### config.mk
export PLATFORM = sky130hd
export DESIGN_NAME = pmcc_top
export DESIGN_NICKNAME = d
export VERILOG_FILES = /design/src/pmcc_pkg.sv /design/src/pmcc_mgmt_if.sv /design/src/pmcc_mdio_slave.sv /design/src/pmcc_symbol_detect.sv /design/src/pmcc_top.sv
export SDC_FILE = /design/constraint.sdc
export NUM_CORES = 1
export LEC_CHECK = 0
export BUFFER_PORTS_ARGS = -buffer_cell sky130_fd_sc_hd__buf_2
export CORE_AREA = 2 2 102 104
export CTS_CLUSTER_SIZE = 28
export DETAILED_ROUTE_END_ITERATION = 16
export DIE_AREA = 0 0 104 106
export GPL_TIMING_DRIVEN = 0
export PLACE_DENSITY = 0.8
export SKIP_CTS_REPAIR_TIMING = 1
export SLEW_MARGIN = 40
export SYNTH_ARGS = -nofsm -noshare
export SYNTH_HDL_FRONTEND = slang
export SYNTH_SLANG_ARGS = --single-unit
### constraint.sdc
create_clock -name core_clk_in -period 1.67 [get_ports core_clk_in]
set_clock_uncertainty 0.05 [all_clocks]
set_input_delay 0.334 -clock core_clk_in [delete_from_list [all_inputs] [get_ports core_clk_in]]
set_output_delay 0.334 -clock core_clk_in [all_outputs]
set_load 0.03 [all_outputs]
### src/pmcc_pkg.sv
// Shared constants of the carrier, collision and management block.
// Assumes a 20 MHz core clock; all times are converted from it.
package pmcc_pkg;

   // Clock and self-test timing.
   localparam int CLK_PERIOD_NS = 50;
   localparam int SQE_DELAY_NS = 800;
   localparam int SQE_WIDTH_NS = 1000;
   localparam int SQE_DELAY_CYC =
      (SQE_DELAY_NS + CLK_PERIOD_NS - 1) / CLK_PERIOD_NS;
   localparam int SQE_WIDTH_CYC =
      (SQE_WIDTH_NS + CLK_PERIOD_NS - 1) / CLK_PERIOD_NS;
   localparam int SQE_CNT_W = 8;

   // Register map, addressed by register index.
   localparam int REG_ADDR_W = 5;
   localparam int REG_DATA_W = 16;
   localparam logic [4:0] REG_CFG = 5'h12;
   localparam logic [4:0] REG_STAT = 5'h13;

   // Configuration register fields.
   localparam int CFG_SPEED_100_BIT = 0;
   localparam int CFG_SELFTEST_SUPPRESS_BIT = 2;
   localparam int CFG_REPEATER_BIT = 3;
   localparam logic [15:0] CFG_RESET = 16'h0001;

   // Status register fields.
   localparam int STAT_RX_ACT_BIT = 0;
   localparam int STAT_TX_ACT_BIT = 1;
   localparam int STAT_COL_BIT = 2;
   localparam int STAT_CRS_BIT = 3;
   localparam int STAT_FULL_DUPLEX_BIT = 4;
   localparam int STAT_REPEATER_BIT = 5;

   // Serial management frame.
   localparam int MDIO_PRE_MIN = 32;
   localparam int MDIO_HDR_BITS = 14;
   localparam logic [1:0] MDIO_START = 2'h1;
   localparam logic [1:0] MDIO_OP_READ = 2'h2;
   localparam logic [1:0] MDIO_OP_WRITE = 2'h1;
   localparam logic [4:0] MDIO_PHY_ADDR_DEF = 5'h01;

   // Symbol window for fast-mode activity detection.
   localparam int SYM_BITS = 10;

   typedef enum logic [1:0] {SQE_IDLE, SQE_WAIT, SQE_PULSE} pmcc_sqe_type;
   typedef enum logic [1:0] {MD_PRE, MD_HDR, MD_TA, MD_DATA} pmcc_md_type;

endpackage

### src/pmcc_mgmt_if.sv
// Register access path from the serial management slave to the registers.
// Assumes both ends run on the core clock.
`timescale 1ns/1ps
interface pmcc_mgmt_if;
   logic [4:0] addr;
   logic [15:0] wdata;
   logic wr;
   logic [15:0] rdata;
   modport master (output addr, output wdata, output wr, input rdata);
   modport slave (input addr, input wdata, input wr, output rdata);
endinterface

### src/pmcc_mdio_slave.sv
// Serial management slave: frames on the sampled management clock.
// Assumes clock and data inputs arrive already synchronised.
`timescale 1ns/1ps
module pmcc_mdio_slave
   import pmcc_pkg::*;
#(
   parameter logic [4:0] PHY_ADDR = MDIO_PHY_ADDR_DEF
) (
   // Clock and reset.
   input wire logic core_clk_in,
   input wire logic sys_rst_in,
   // Synchronised management pins.
   input wire logic mdc_in,
   input wire logic mdio_in,
   output logic mdio_out,
   output logic mdio_oe_out,
   // Register access.
   pmcc_mgmt_if.master mgmt
);

   pmcc_md_type state_q;
   logic mdc_q;
   logic rise;
   logic fall;
   logic [5:0] pre_q;
   logic [4:0] cnt_q;
   logic [13:0] hdr_q;
   logic [15:0] sh_q;
   logic rd_q;
   logic wr_q;

   assign rise = mdc_in && !mdc_q;
   assign fall = !mdc_in && mdc_q;
   assign mgmt.addr = hdr_q[4:0];
   assign mgmt.wdata = sh_q;
   assign mgmt.wr = wr_q;

   always_ff @(posedge core_clk_in) begin
      if (sys_rst_in) begin
         mdc_q <= 1'b0;
      end else begin
         mdc_q <= mdc_in;
      end
   end

   // Every bit is taken on a rising management clock edge.
   always_ff @(posedge core_clk_in) begin
      if (sys_rst_in) begin
         state_q <= MD_PRE;
         pre_q <= '0;
         cnt_q <= '0;
         hdr_q <= '0;
         sh_q <= '0;
         rd_q <= 1'b0;
         wr_q <= 1'b0;
      end else begin
         wr_q <= 1'b0;
         if (rise) begin
            unique case (state_q)
               MD_PRE: begin
                  if (mdio_in) begin
                     if (pre_q != 6'h3f) begin
                        pre_q <= pre_q + 6'h01;
                     end
                  end else begin
                     if (pre_q >= 6'(MDIO_PRE_MIN)) begin
                        state_q <= MD_HDR;
                        cnt_q <= 5'h01;
                        hdr_q <= '0;
                     end
                     pre_q <= '0;
                  end
               end
               MD_HDR: begin
                  hdr_q <= {hdr_q[12:0], mdio_in};
                  cnt_q <= cnt_q + 5'h01;
                  if (cnt_q == 5'(MDIO_HDR_BITS - 1)) begin
                     cnt_q <= '0;
                     // Held bits: second start bit, operation, device address.
                     if (hdr_q[11] == MDIO_START[0] &&
                         hdr_q[8:4] == PHY_ADDR &&
                         (hdr_q[10:9] == MDIO_OP_READ ||
                          hdr_q[10:9] == MDIO_OP_WRITE)) begin
                        state_q <= MD_TA;
                        rd_q <= (hdr_q[10:9] == MDIO_OP_READ);
                     end else begin
                        state_q <= MD_PRE;
                     end
                  end
               end
               MD_TA: begin
                  cnt_q <= cnt_q + 5'h01;
                  if (cnt_q == 5'h01) begin
                     cnt_q <= '0;
                     state_q <= MD_DATA;
                     sh_q <= mgmt.rdata;
                  end
               end
               MD_DATA: begin
                  sh_q <= {sh_q[14:0], mdio_in};
                  cnt_q <= cnt_q + 5'h01;
                  if (cnt_q == 5'h0f) begin
                     state_q <= MD_PRE;
                     wr_q <= !rd_q;
                     rd_q <= 1'b0;
                  end
               end
            endcase
         end
      end
   end

   // The line is driven only for a read's second turnaround bit and its data, changed on falling edges.
   always_ff @(posedge core_clk_in) begin
      if (sys_rst_in) begin
         mdio_oe_out <= 1'b0;
         mdio_out <= 1'b0;
      end else if (fall) begin
         mdio_oe_out <= rd_q && ((state_q == MD_TA && cnt_q == 5'h01) ||
                                 state_q == MD_DATA);
         mdio_out <= (state_q == MD_DATA) ? sh_q[15] : 1'b0;
      end
   end

endmodule

### src/pmcc_symbol_detect.sv
// Fast-mode receive activity from a 10-bit window of the line bit stream.
// Assumes the bit and its strobe are already synchronised to the core clock.
`timescale 1ns/1ps
module pmcc_symbol_detect
   import pmcc_pkg::*;
#(
   parameter int WIN = SYM_BITS
) (
   // Clock and reset.
   input wire logic core_clk_in,
   input wire logic sys_rst_in,
   // Sampled line stream.
   input wire logic bit_in,
   input wire logic strobe_in,
   // Activity.
   output logic active_out
);

   initial begin
      if (WIN < 3) begin
         $error("pmcc_symbol_detect: window too short");
      end
   end

   logic [WIN-1:0] win_q;
   logic hit;

   always_ff @(posedge core_clk_in) begin
      if (sys_rst_in) begin
         win_q <= '1;
      end else if (strobe_in) begin
         win_q <= {win_q[WIN-2:0], bit_in};
      end
   end

   // Two zeros at least two positions apart anywhere in the window.
   always_comb begin
      hit = 1'b0;
      for (int i = 0; i < WIN - 2; i++) begin
         for (int j = i + 2; j < WIN; j++) begin
            if (!win_q[i] && !win_q[j]) begin
               hit = 1'b1;
            end
         end
      end
   end

   always_ff @(posedge core_clk_in) begin
      if (sys_rst_in) begin
         active_out <= 1'b0;
      end else begin
         active_out <= hit;
      end
   end

endmodule

### src/pmcc_top.sv
// Collision, carrier sense and management pins of the transceiver.
// Assumes all line, controller and management pins are asynchronous.
`timescale 1ns/1ps

module pmcc_top
   import pmcc_pkg::*;
#(
   parameter logic [4:0] PHY_ADDR = MDIO_PHY_ADDR_DEF
) (
   // Clock and reset.
   input wire logic core_clk_in,
   input wire logic sys_rst_in,
   // Register port.
   input wire logic [4:0] reg_addr_in,
   input wire logic [15:0] reg_wdata_in,
   input wire logic reg_wr_in,
   input wire logic reg_rd_in,
   output logic [15:0] reg_rdata_out,
   // Line receive side.
   input wire logic line_rx_raw_in,
   input wire logic line_rx_clk_in,
   input wire logic line_rx_bit_in,
   // Controller side.
   input wire logic tx_en_in,
   output logic col_out,
   output logic crs_out,
   // Straps.
   input wire logic duplex_select_in,
   input wire logic node_repeater_select_in,
   // Management pins.
   input wire logic mdc_in,
   input wire logic mdio_in,
   output logic mdio_out,
   output logic mdio_oe_out
);

   localparam int NSYNC = 8;
   localparam int S_RAW = 0;
   localparam int S_RXCLK = 1;
   localparam int S_RXBIT = 2;
   localparam int S_TXEN = 3;
   localparam int S_DPX = 4;
   localparam int S_REP = 5;
   localparam int S_MDC = 6;
   localparam int S_MDIO = 7;

   // Elaboration checks on the shared constants this logic relies on.
   initial begin
      if (SQE_DELAY_CYC + SQE_WIDTH_CYC >= (1 << SQE_CNT_W)) begin
         $error("pmcc_top: self-test timing exceeds counter");
      end
      if (SQE_DELAY_CYC < 1 || SQE_WIDTH_CYC < 1) begin
         $error("pmcc_top: self-test delay and width must be non-zero");
      end
      if (SYM_BITS < 3) begin
         $error("pmcc_top: symbol window too short");
      end
      if (MDIO_PRE_MIN < 1 || MDIO_PRE_MIN > 63) begin
         $error("pmcc_top: preamble length outside counter range");
      end
      if (MDIO_HDR_BITS != 14) begin
         $error("pmcc_top: management header length is fixed");
      end
      if (REG_ADDR_W != 5 || REG_DATA_W != 16) begin
         $error("pmcc_top: register port widths are fixed");
      end
      if (REG_CFG == REG_STAT) begin
         $error("pmcc_top: register indices collide");
      end
      if (CFG_SPEED_100_BIT >= REG_DATA_W ||
          CFG_SELFTEST_SUPPRESS_BIT >= REG_DATA_W ||
          CFG_REPEATER_BIT >= REG_DATA_W) begin
         $error("pmcc_top: configuration field outside word");
      end
      if (STAT_RX_ACT_BIT >= REG_DATA_W ||
          STAT_TX_ACT_BIT >= REG_DATA_W ||
          STAT_COL_BIT >= REG_DATA_W ||
          STAT_CRS_BIT >= REG_DATA_W ||
          STAT_FULL_DUPLEX_BIT >= REG_DATA_W ||
          STAT_REPEATER_BIT >= REG_DATA_W) begin
         $error("pmcc_top: status field outside word");
      end
   end

   pmcc_mgmt_if mgmt ();

   logic [NSYNC-1:0] async_in;
   logic [NSYNC-1:0] meta_q;
   logic [NSYNC-1:0] sync_q;
   logic rxclk_prev_q;
   logic rx_strobe;
   logic sym_active;
   logic [15:0] cfg_q;
   logic strap_done_q;
   logic tx_prev_q;
   pmcc_sqe_type sqe_q;
   logic [SQE_CNT_W-1:0] sqe_cnt_q;
   logic speed_100;
   logic repeater;
   logic full_duplex;
   logic rx_act;
   logic tx_act;
   logic sqe_on;
   logic col_d;
   logic crs_d;
   logic [15:0] stat;

   assign async_in = {mdio_in, mdc_in, node_repeater_select_in,
                      duplex_select_in, tx_en_in, line_rx_bit_in,
                      line_rx_clk_in, line_rx_raw_in};

   // Two-stage synchronisers for every pin input.
   // The repeater strap stage keeps sampling in reset, so it is settled at release.
   generate
      for (genvar g = 0; g < NSYNC; g++) begin : g_sync
         always_ff @(posedge core_clk_in) begin
            if (sys_rst_in && g != S_REP) begin
               meta_q[g] <= 1'b0;
               sync_q[g] <= 1'b0;
            end else begin
               meta_q[g] <= async_in[g];
               sync_q[g] <= meta_q[g];
            end
         end
      end
   endgenerate

   // Rising edges of the recovered line clock strobe the line bit.
   always_ff @(posedge core_clk_in) begin
      if (sys_rst_in) begin
         rxclk_prev_q <= 1'b0;
      end else begin
         rxclk_prev_q <= sync_q[S_RXCLK];
      end
   end

   assign rx_strobe = sync_q[S_RXCLK] && !rxclk_prev_q;

   pmcc_symbol_detect #(
      .WIN(SYM_BITS)
   ) u_sym (
      .core_clk_in(core_clk_in),
      .sys_rst_in(sys_rst_in),
      .bit_in(sync_q[S_RXBIT]),
      .strobe_in(rx_strobe),
      .active_out(sym_active)
   );

   pmcc_mdio_slave #(
      .PHY_ADDR(PHY_ADDR)
   ) u_mdio (
      .core_clk_in(core_clk_in),
      .sys_rst_in(sys_rst_in),
      .mdc_in(sync_q[S_MDC]),
      .mdio_in(sync_q[S_MDIO]),
      .mdio_out(mdio_out),
      .mdio_oe_out(mdio_oe_out),
      .mgmt(mgmt.master)
   );

   // Configuration register; the repeater bit takes the strap once.
   // A register port write wins over a management write in one cycle.
   always_ff @(posedge core_clk_in) begin
      if (sys_rst_in) begin
         cfg_q <= CFG_RESET;
         strap_done_q <= 1'b0;
      end else begin
         if (!strap_done_q) begin
            cfg_q[CFG_REPEATER_BIT] <= sync_q[S_REP];
            strap_done_q <= 1'b1;
         end
         if (reg_wr_in && reg_addr_in == REG_CFG) begin
            cfg_q <= reg_wdata_in;
         end else if (mgmt.wr && mgmt.addr == REG_CFG) begin
            cfg_q <= mgmt.wdata;
         end
      end
   end

   // Slow mode takes activity before squelch, so collisions are seen early.
   assign speed_100 = cfg_q[CFG_SPEED_100_BIT];
   assign repeater = cfg_q[CFG_REPEATER_BIT];
   assign full_duplex = sync_q[S_DPX];
   assign tx_act = sync_q[S_TXEN];
   assign rx_act = speed_100 ? sym_active : sync_q[S_RAW];

   // Delayed transmit enable marks the end of a frame.
   always_ff @(posedge core_clk_in) begin
      if (sys_rst_in) begin
         tx_prev_q <= 1'b0;
      end else begin
         tx_prev_q <= tx_act;
      end
   end

   // Self-test pulse after the end of a 10 Mb/s half-duplex node transmit.
   // Repeaters and full-duplex links give no pulse, so no false collision.
   always_ff @(posedge core_clk_in) begin
      if (sys_rst_in) begin
         sqe_q <= SQE_IDLE;
         sqe_cnt_q <= '0;
      end else begin
         unique case (sqe_q)
            SQE_IDLE: begin
               if (tx_prev_q && !tx_act && !speed_100 && !repeater &&
                   !full_duplex && !cfg_q[CFG_SELFTEST_SUPPRESS_BIT]) begin
                  sqe_q <= SQE_WAIT;
                  sqe_cnt_q <= SQE_CNT_W'(SQE_DELAY_CYC - 1);
               end
            end
            SQE_WAIT: begin
               if (sqe_cnt_q == '0) begin
                  sqe_q <= SQE_PULSE;
                  sqe_cnt_q <= SQE_CNT_W'(SQE_WIDTH_CYC - 1);
               end else begin
                  sqe_cnt_q <= sqe_cnt_q - SQE_CNT_W'(1);
               end
            end
            SQE_PULSE: begin
               if (sqe_cnt_q == '0) begin
                  sqe_q <= SQE_IDLE;
               end else begin
                  sqe_cnt_q <= sqe_cnt_q - SQE_CNT_W'(1);
               end
            end
         endcase
      end
   end

   assign sqe_on = (sqe_q == SQE_PULSE) && !full_duplex;

   // Collision during overlap or the self-test pulse, never in full duplex.
   assign col_d = !full_duplex && ((rx_act && tx_act) || sqe_on);

   // Carrier sense per duplex and node/repeater mode.
   assign crs_d = (full_duplex || repeater) ? rx_act : (rx_act || tx_act);

   // Outputs are flops of the core clock, not of any data clock.
   always_ff @(posedge core_clk_in) begin
      if (sys_rst_in) begin
         col_out <= 1'b0;
      end else begin
         col_out <= col_d;
      end
   end

   // The controller must synchronise carrier sense as well.
   always_ff @(posedge core_clk_in) begin
      if (sys_rst_in) begin
         crs_out <= 1'b0;
      end else begin
         crs_out <= crs_d;
      end
   end

   always_comb begin
      stat = '0;
      stat[STAT_RX_ACT_BIT] = rx_act;
      stat[STAT_TX_ACT_BIT] = tx_act;
      stat[STAT_COL_BIT] = col_out;
      stat[STAT_CRS_BIT] = crs_out;
      stat[STAT_FULL_DUPLEX_BIT] = full_duplex;
      stat[STAT_REPEATER_BIT] = repeater;
   end

   // Management reads see the same map as the register port.
   always_comb begin
      unique case (mgmt.addr)
         REG_CFG: mgmt.rdata = cfg_q;
         REG_STAT: mgmt.rdata = stat;
         default: mgmt.rdata = '0;
      endcase
   end

   // Register port read data stand one cycle after the strobe.
   // Zero outside that cycle keeps a stale word from looking fresh.
   always_ff @(posedge core_clk_in) begin
      if (sys_rst_in) begin
         reg_rdata_out <= '0;
      end else if (reg_rd_in) begin
         unique case (reg_addr_in)
            REG_CFG: reg_rdata_out <= cfg_q;
            REG_STAT: reg_rdata_out <= stat;
            default: reg_rdata_out <= '0;
         endcase
      end else begin
         reg_rdata_out <= '0;
      end
   end

endmodule
-- Word-level counts from Yosys, hierarchy flattened
Index checks and enable logic that the tools add are counted.
- bits in registers: 120
- latch bits: 0
- memory bits (writable): 0
- bits in read-only memories: 0
- input bits: 33
- output and inout bits: 20
- word-level logic and storage cells: 244
- memories kept: 0
- add/sub/neg operators: 3
- multipliers: 0
- div/mod/pow operators: 0
- magnitude comparators: 1
- eq/ne operators: 28
- shift operators: 0
- muxes and demuxes: 76
- bitwise operators: 4
- reduce and logical (&&, ||, !) cells: 94
- operators by type and width (kind ; count):
    $pmux W16 S2 ; 3
    $logic_and A1 B1 Y1 ; 53
    $mux W16 ; 3
    $mux W1 ; 44
    $mux W12 ; 2
    $mux W8 ; 3
    $pmux W12 S2 ; 1
    $pmux W8 S3 ; 1
    $eq A5 B5 Y1 const B ; 4
    $mux W5 ; 4
    $pmux W5 S4 ; 1
    $logic_not A1 Y1 ; 19
    $mux W2 ; 9
    $mux W6 ; 2
    $ne A2 B1 Y1 const B ; 6
    $reduce_and A3 Y1 ; 4
    $eq A5 B1 Y1 const B ; 2
    $eq A5 B4 Y1 const B ; 2
    $ne A2 B2 Y1 const B ; 5
    $eq A2 B2 Y1 const B ; 4
    $logic_not A8 Y1 ; 1
    $pmux W2 S4 ; 1
    $reduce_bool A2 Y1 ; 4
    $sub A8 B1 Y8 const B ; 1
    17 further kinds ; 27

-- Longest topological paths before layout
- depth in word-level cells: 38
- depth in mapped cells: 7
- depth with buffers taken out: 7

-- By module
From an unflattened synthesis, not the netlist that was laid out.
- cell total of the unflattened synthesis: 598
- area, all modules: 5456.5 um^2
- modules (own cells, without submodules) (module ; instances ; cells each ; area an instance (um^2) ; sequential area each (um^2)):
    pmcc_top ; 1 ; 293 ; 2671.3 ; 1261.2
    pmcc_mdio_slave ; 1 ; 259 ; 2321.0 ; 920.9
    pmcc_symbol_detect ; 1 ; 46 ; 464.2 ; 220.2

-- Worst setup path before layout
Ideal clock, no wire load.
- kind: register -> register
- start point: register sqe_cnt_q[0]
- end point: register sqe_cnt_q[0]
- setup time: 0.119 ns
- arrival time: 1.634 ns
- path slack: -0.133 ns
- cell stages (with the launch flop): 7
- buffers on the path: 0
- cell sequence: dfxtp_1 -> inv_1 -> ha_1 -> nor4b_2 -> nand3_1 -> and2_2 -> o221a_2
- word-level cells in the longest chain between the ends: 3
- RTL lines (element ; RTL line ; source):
    start, declared ; pmcc_top.sv:97 ; logic [SQE_CNT_W-1:0] sqe_cnt_q;
    start signal, assigned ; pmcc_top.sv:208 ; sqe_cnt_q <= SQE_CNT_W'(SQE_DELAY_CYC - 1);
    start signal, assigned ; pmcc_top.sv:214 ; sqe_cnt_q <= SQE_CNT_W'(SQE_WIDTH_CYC - 1);
    start signal, assigned ; pmcc_top.sv:216 ; sqe_cnt_q <= sqe_cnt_q - SQE_CNT_W'(1);
    $sub A8 B1 Y8 or $logic_not A8 Y1 (tied branches) ; -- ;
    $mux W8 (tied with other cells) ; pmcc_top.sv:220 ; if (sqe_cnt_q == '0) begin
    $pmux W8 S3 or $reduce_and A2 Y1 (tied branches) ; -- ;
Parallel ways exist; a longest one is shown, timed or not. The select of a mux whose other input is x is not followed.
A chain may end at the register's enable or synchronous reset.

-- Worst setup path in the final report
- start point: register sqe_cnt_q[2]
- end point: register sqe_cnt_q[7]
Same word-level chain as after synthesis.

==> key figures <==
Finish
  – Relative area change from synthesis to final layout: 34.5%
  – Final non-filler cell area: 0.00689 mm2
  – Fraction of layout instances using a drive strength above 1: 28.5%
  – Fin cells: 837
  – Number of nets in the final layout: 732
  – Antenna cells: 0

Global route
  – Maximum number of pins on one net before global-route repair: 17
  – Overall Global Routing Usage: 23.8%
  – Vias in the first global route: 4,465
  – Total congestion overflow after global routing: 0
  – First-pass GRT wire length: 21.2 mm
  – Antenna violations before repair: 0

Worst setup path
  – Data required, critical path: 2.06 ns
  – Worst setup path class: register to register
  – Arrival time at the worst endpoint: 2.30 ns
  – Sort of element at the start of the critical path: register
  – Critical-path maximum fanout: 6
  – Kind of capture point of the worst setup path: register

Floorplanning
  – Width of the die: 104 um
  – Starting density of the core: 51.2%
  – Die Outline Area: 0.0110 mm2
  – Area of the core region: 0.0100 mm2
  – Cell row count: 37
  – DIE HEIGHT: 106 um
  – Total I/O pin count: 53

Logic synthesis
  – EDFF count, synth: 0
  – Cell types occupying the most area after synthesis: dfxtp_1 47%, nand3_1 6.2%, nand2_1 5.0%, a311oi_1 4.3%, nor2_1 3.5%
  – Fraction of synthesis flops using an asynchronous set or reset pin: 0%
  – Synth Instances: 587
  – Yosys warning count: 0
  – Largest area contributor in the netlist: dfxtp_1
  – Most instantiated flip-flop cell in the synthesis netlist: dfxtp_1
  – Synthesized netlist net count: 631
  – Most used standard cell by instance count after synthesis: dfxtp_1
  – Portion of the post-synthesis area used by sequential elements: 46.9%
  – Post-synth cell types: 58
  – Area fraction of the dominant cell type after synthesis: 46.9%
  – Post-synthesis register bit count: 120
  – Synth cell count leaders: 120 x dfxtp_1, 68 x nand2_1, 63 x nand3_1, 48 x nor2_1, 31 x clkbuf_1
  – Average instance area after synthesis: 8.73 um2
  – Cell area after technology mapping: 0.00512 mm2

Outcome
  – Outcome: finished, violations left
  – Failing checks: setup timing

Route
  – Number of remaining DRC errors: 0
  – Number of optimization iterations in the first detailed-route pass: 9
  – Post-route ant nets: 0
  – Total Routed Length: 14.7 mm
  – Drt via density: 6.15
  – Iter 0 DRT Violations: 548
  – Vias: 5,148
  – Drt wl/cell: 17.6 um

Timing
  – Worst hold-check slack: 0.0355 ns
  – Setup violation total in the final timing report: 26
  – Final count of pins violating max slew: 0
  – Final cycle utilization of the critical path: 114%
  – Measured slew at the worst slew-check pin: 0.790 ns
  – RSZ-0062 raised after global routing: true
  – Final worst setup slack: -0.242 ns
  – Final Hold Violating Endpoints: 0
  – Clock period minus worst slack: 1.91 ns
  – Setup Total Neg Slack: -3.21 ns
  – Timing-limited maximum frequency: 523 MHz
  – Slew headroom: 47.1%

Pwr
  – Comb power frac: 22.3%
  – VDD IR-drop max: 0.842 mV
  – Fraction of power consumed by sequential logic: 36.2%
  – Switching part of the total power: 29.3%
  – Internal Dissipation: 6.18 mW
  – Clock network power share: 41.5%
  – Leakage power figure: 2.50 nW
  – Total power divided by cell area: 1270 mW/mm2
  – Switch Pwr: 2.56 mW

Clock tree
  – Clock tree from TritonCTS: done
  – Number of clock sinks: 120
  – Inserted Clock Buffers: 17
  – Maximum buffer depth of the clock tree: 2
  – Cell at the root of the clock tree: clkbuf_8
  – Insertion delay of the later-clocked pin in the worst-skew pair: 0.53 ns
  – Clock slew at the register clock pins of the worst setup and hold paths: 0.06 ns
  – Number of levels the H-tree was split into: 4

Flow run
  – MaxCap Viol Count: 0

Placed design
  – Pre-CTS WS: -0.421 ns
  – Placed instance count: 775
  – Quantity of I/O buffers inserted on ports: 52
  – Post-DP Area: 0.00559 mm2
  – Last weighted congestion value of the routability-driven placer: 0.892
  – Post-DP HPWL: 8.60 mm

Min path
  – Type of the worst min-delay path: primary input to register
==> sequential cells by signal, indices dropped and copies added (netlist names), 6 cells and up, named ones only <==
register,flops
u_mdio.pre_q,6
reg_rdata_out,16
meta_q,8
cfg_q,16
u_sym.win_q,10
sync_q,6
u_mdio.mgmt.wdata,16
u_mdio.hdr_q,12
sqe_cnt_q,8
==> worst paths after layout <==
kind,cells after the start,start,end,slack [ns]
max,4,sqe_cnt_q[2]$_SDFFE_PP0P_,sqe_cnt_q[7]$_SDFFE_PP0P_,-0.24
min,3,reg_wdata_in[10],cfg_q[10]$_SDFFE_PP0P_,0.04
max reg2reg,4,sqe_cnt_q[2]$_SDFFE_PP0P_,sqe_cnt_q[7]$_SDFFE_PP0P_,-0.24
min reg2reg,0,meta_q[5]$_DFF_P_,sync_q[5]$_DFF_P_,0.28
==> power by group through the flow <==
stage                     sequential [mW]  combinational (mW)  clock (mW)
after floorplan                      3.17                1.09           0
after global placement               3.19                1.36           0
after detailed placement             3.19                1.39           0
after CTS                            3.14                1.41        3.63
after global routing                 3.17                2.09        3.77
final                                3.16                1.95        3.63
==> kinds of logic after synthesis <==
logic type / synth area share [%]
AND/OR/NAND/NOR: 25.5
AO/OA/AOI/OAI: 19.7
flip-flops: 46.9
buffers and inverters: 4.10
adder cells (fa/ha/maj): 2.69
XOR/XNOR: 0.684
multiplexers: 0.415
==> metal layers <==
| metal | up-vias | track usage (%) | part of all wire, % |
|---|---|---|---|
| met4 | 0 | 8.20 | 2.6 |
| met1 | 2438 | 30.3 | 40 |
| li1 | 2346 | - | - |
| met2 | 308 | 38.6 | 49 |
| met3 | 56 | 7.30 | 8.1 |
| met5 | - | 0 | 0 |
==> layout by cell type, fill, tap and decap left out, types with 11 or more instances in the layout <==
master,synthesis,routed
dfxtp_1,120,109
nand2_1,68,67
nand3_1,63,56
buf_2,3,54
nor2_1,48,38
a21oi_1,25,24
nor2b_1,22,21
clkbuf_1,31,20
a311oi_1,25,18
buf_4,0,17
clkbuf_16,0,17
inv_1,19,15
and2_1,14,14
o21ai_0,16,11
==> worst max-delay path, cell delays in order, from the launching register on <==
cell     delay, ns
dfxtp_2       0.35
or4_4         0.55
or4_4         0.44
or3_4         0.34
o32ai_2       0.09
==> through the flow <==
stage | util [%] | total power, mW
after floorplan | - | 4.25
after global placement | 55.9 | 4.55
after detailed placement | 55.9 | 4.58
after CTS | 61.8 | 8.18
after global routing | 68.9 | 9.03
final | 68.9 | 8.74
==> area by class of cell <==
type                       count  area (um2)
clock inverter                13         153
tap                          136         170
sequential                   120        2430
timing repair buffer          82         542
clock buffer                  19         432
buffer                        35         190
inverter                      20        78.8
fill                         696        3110
multi-input combinational    412        2900
Power figures use the tool's default switching activity.
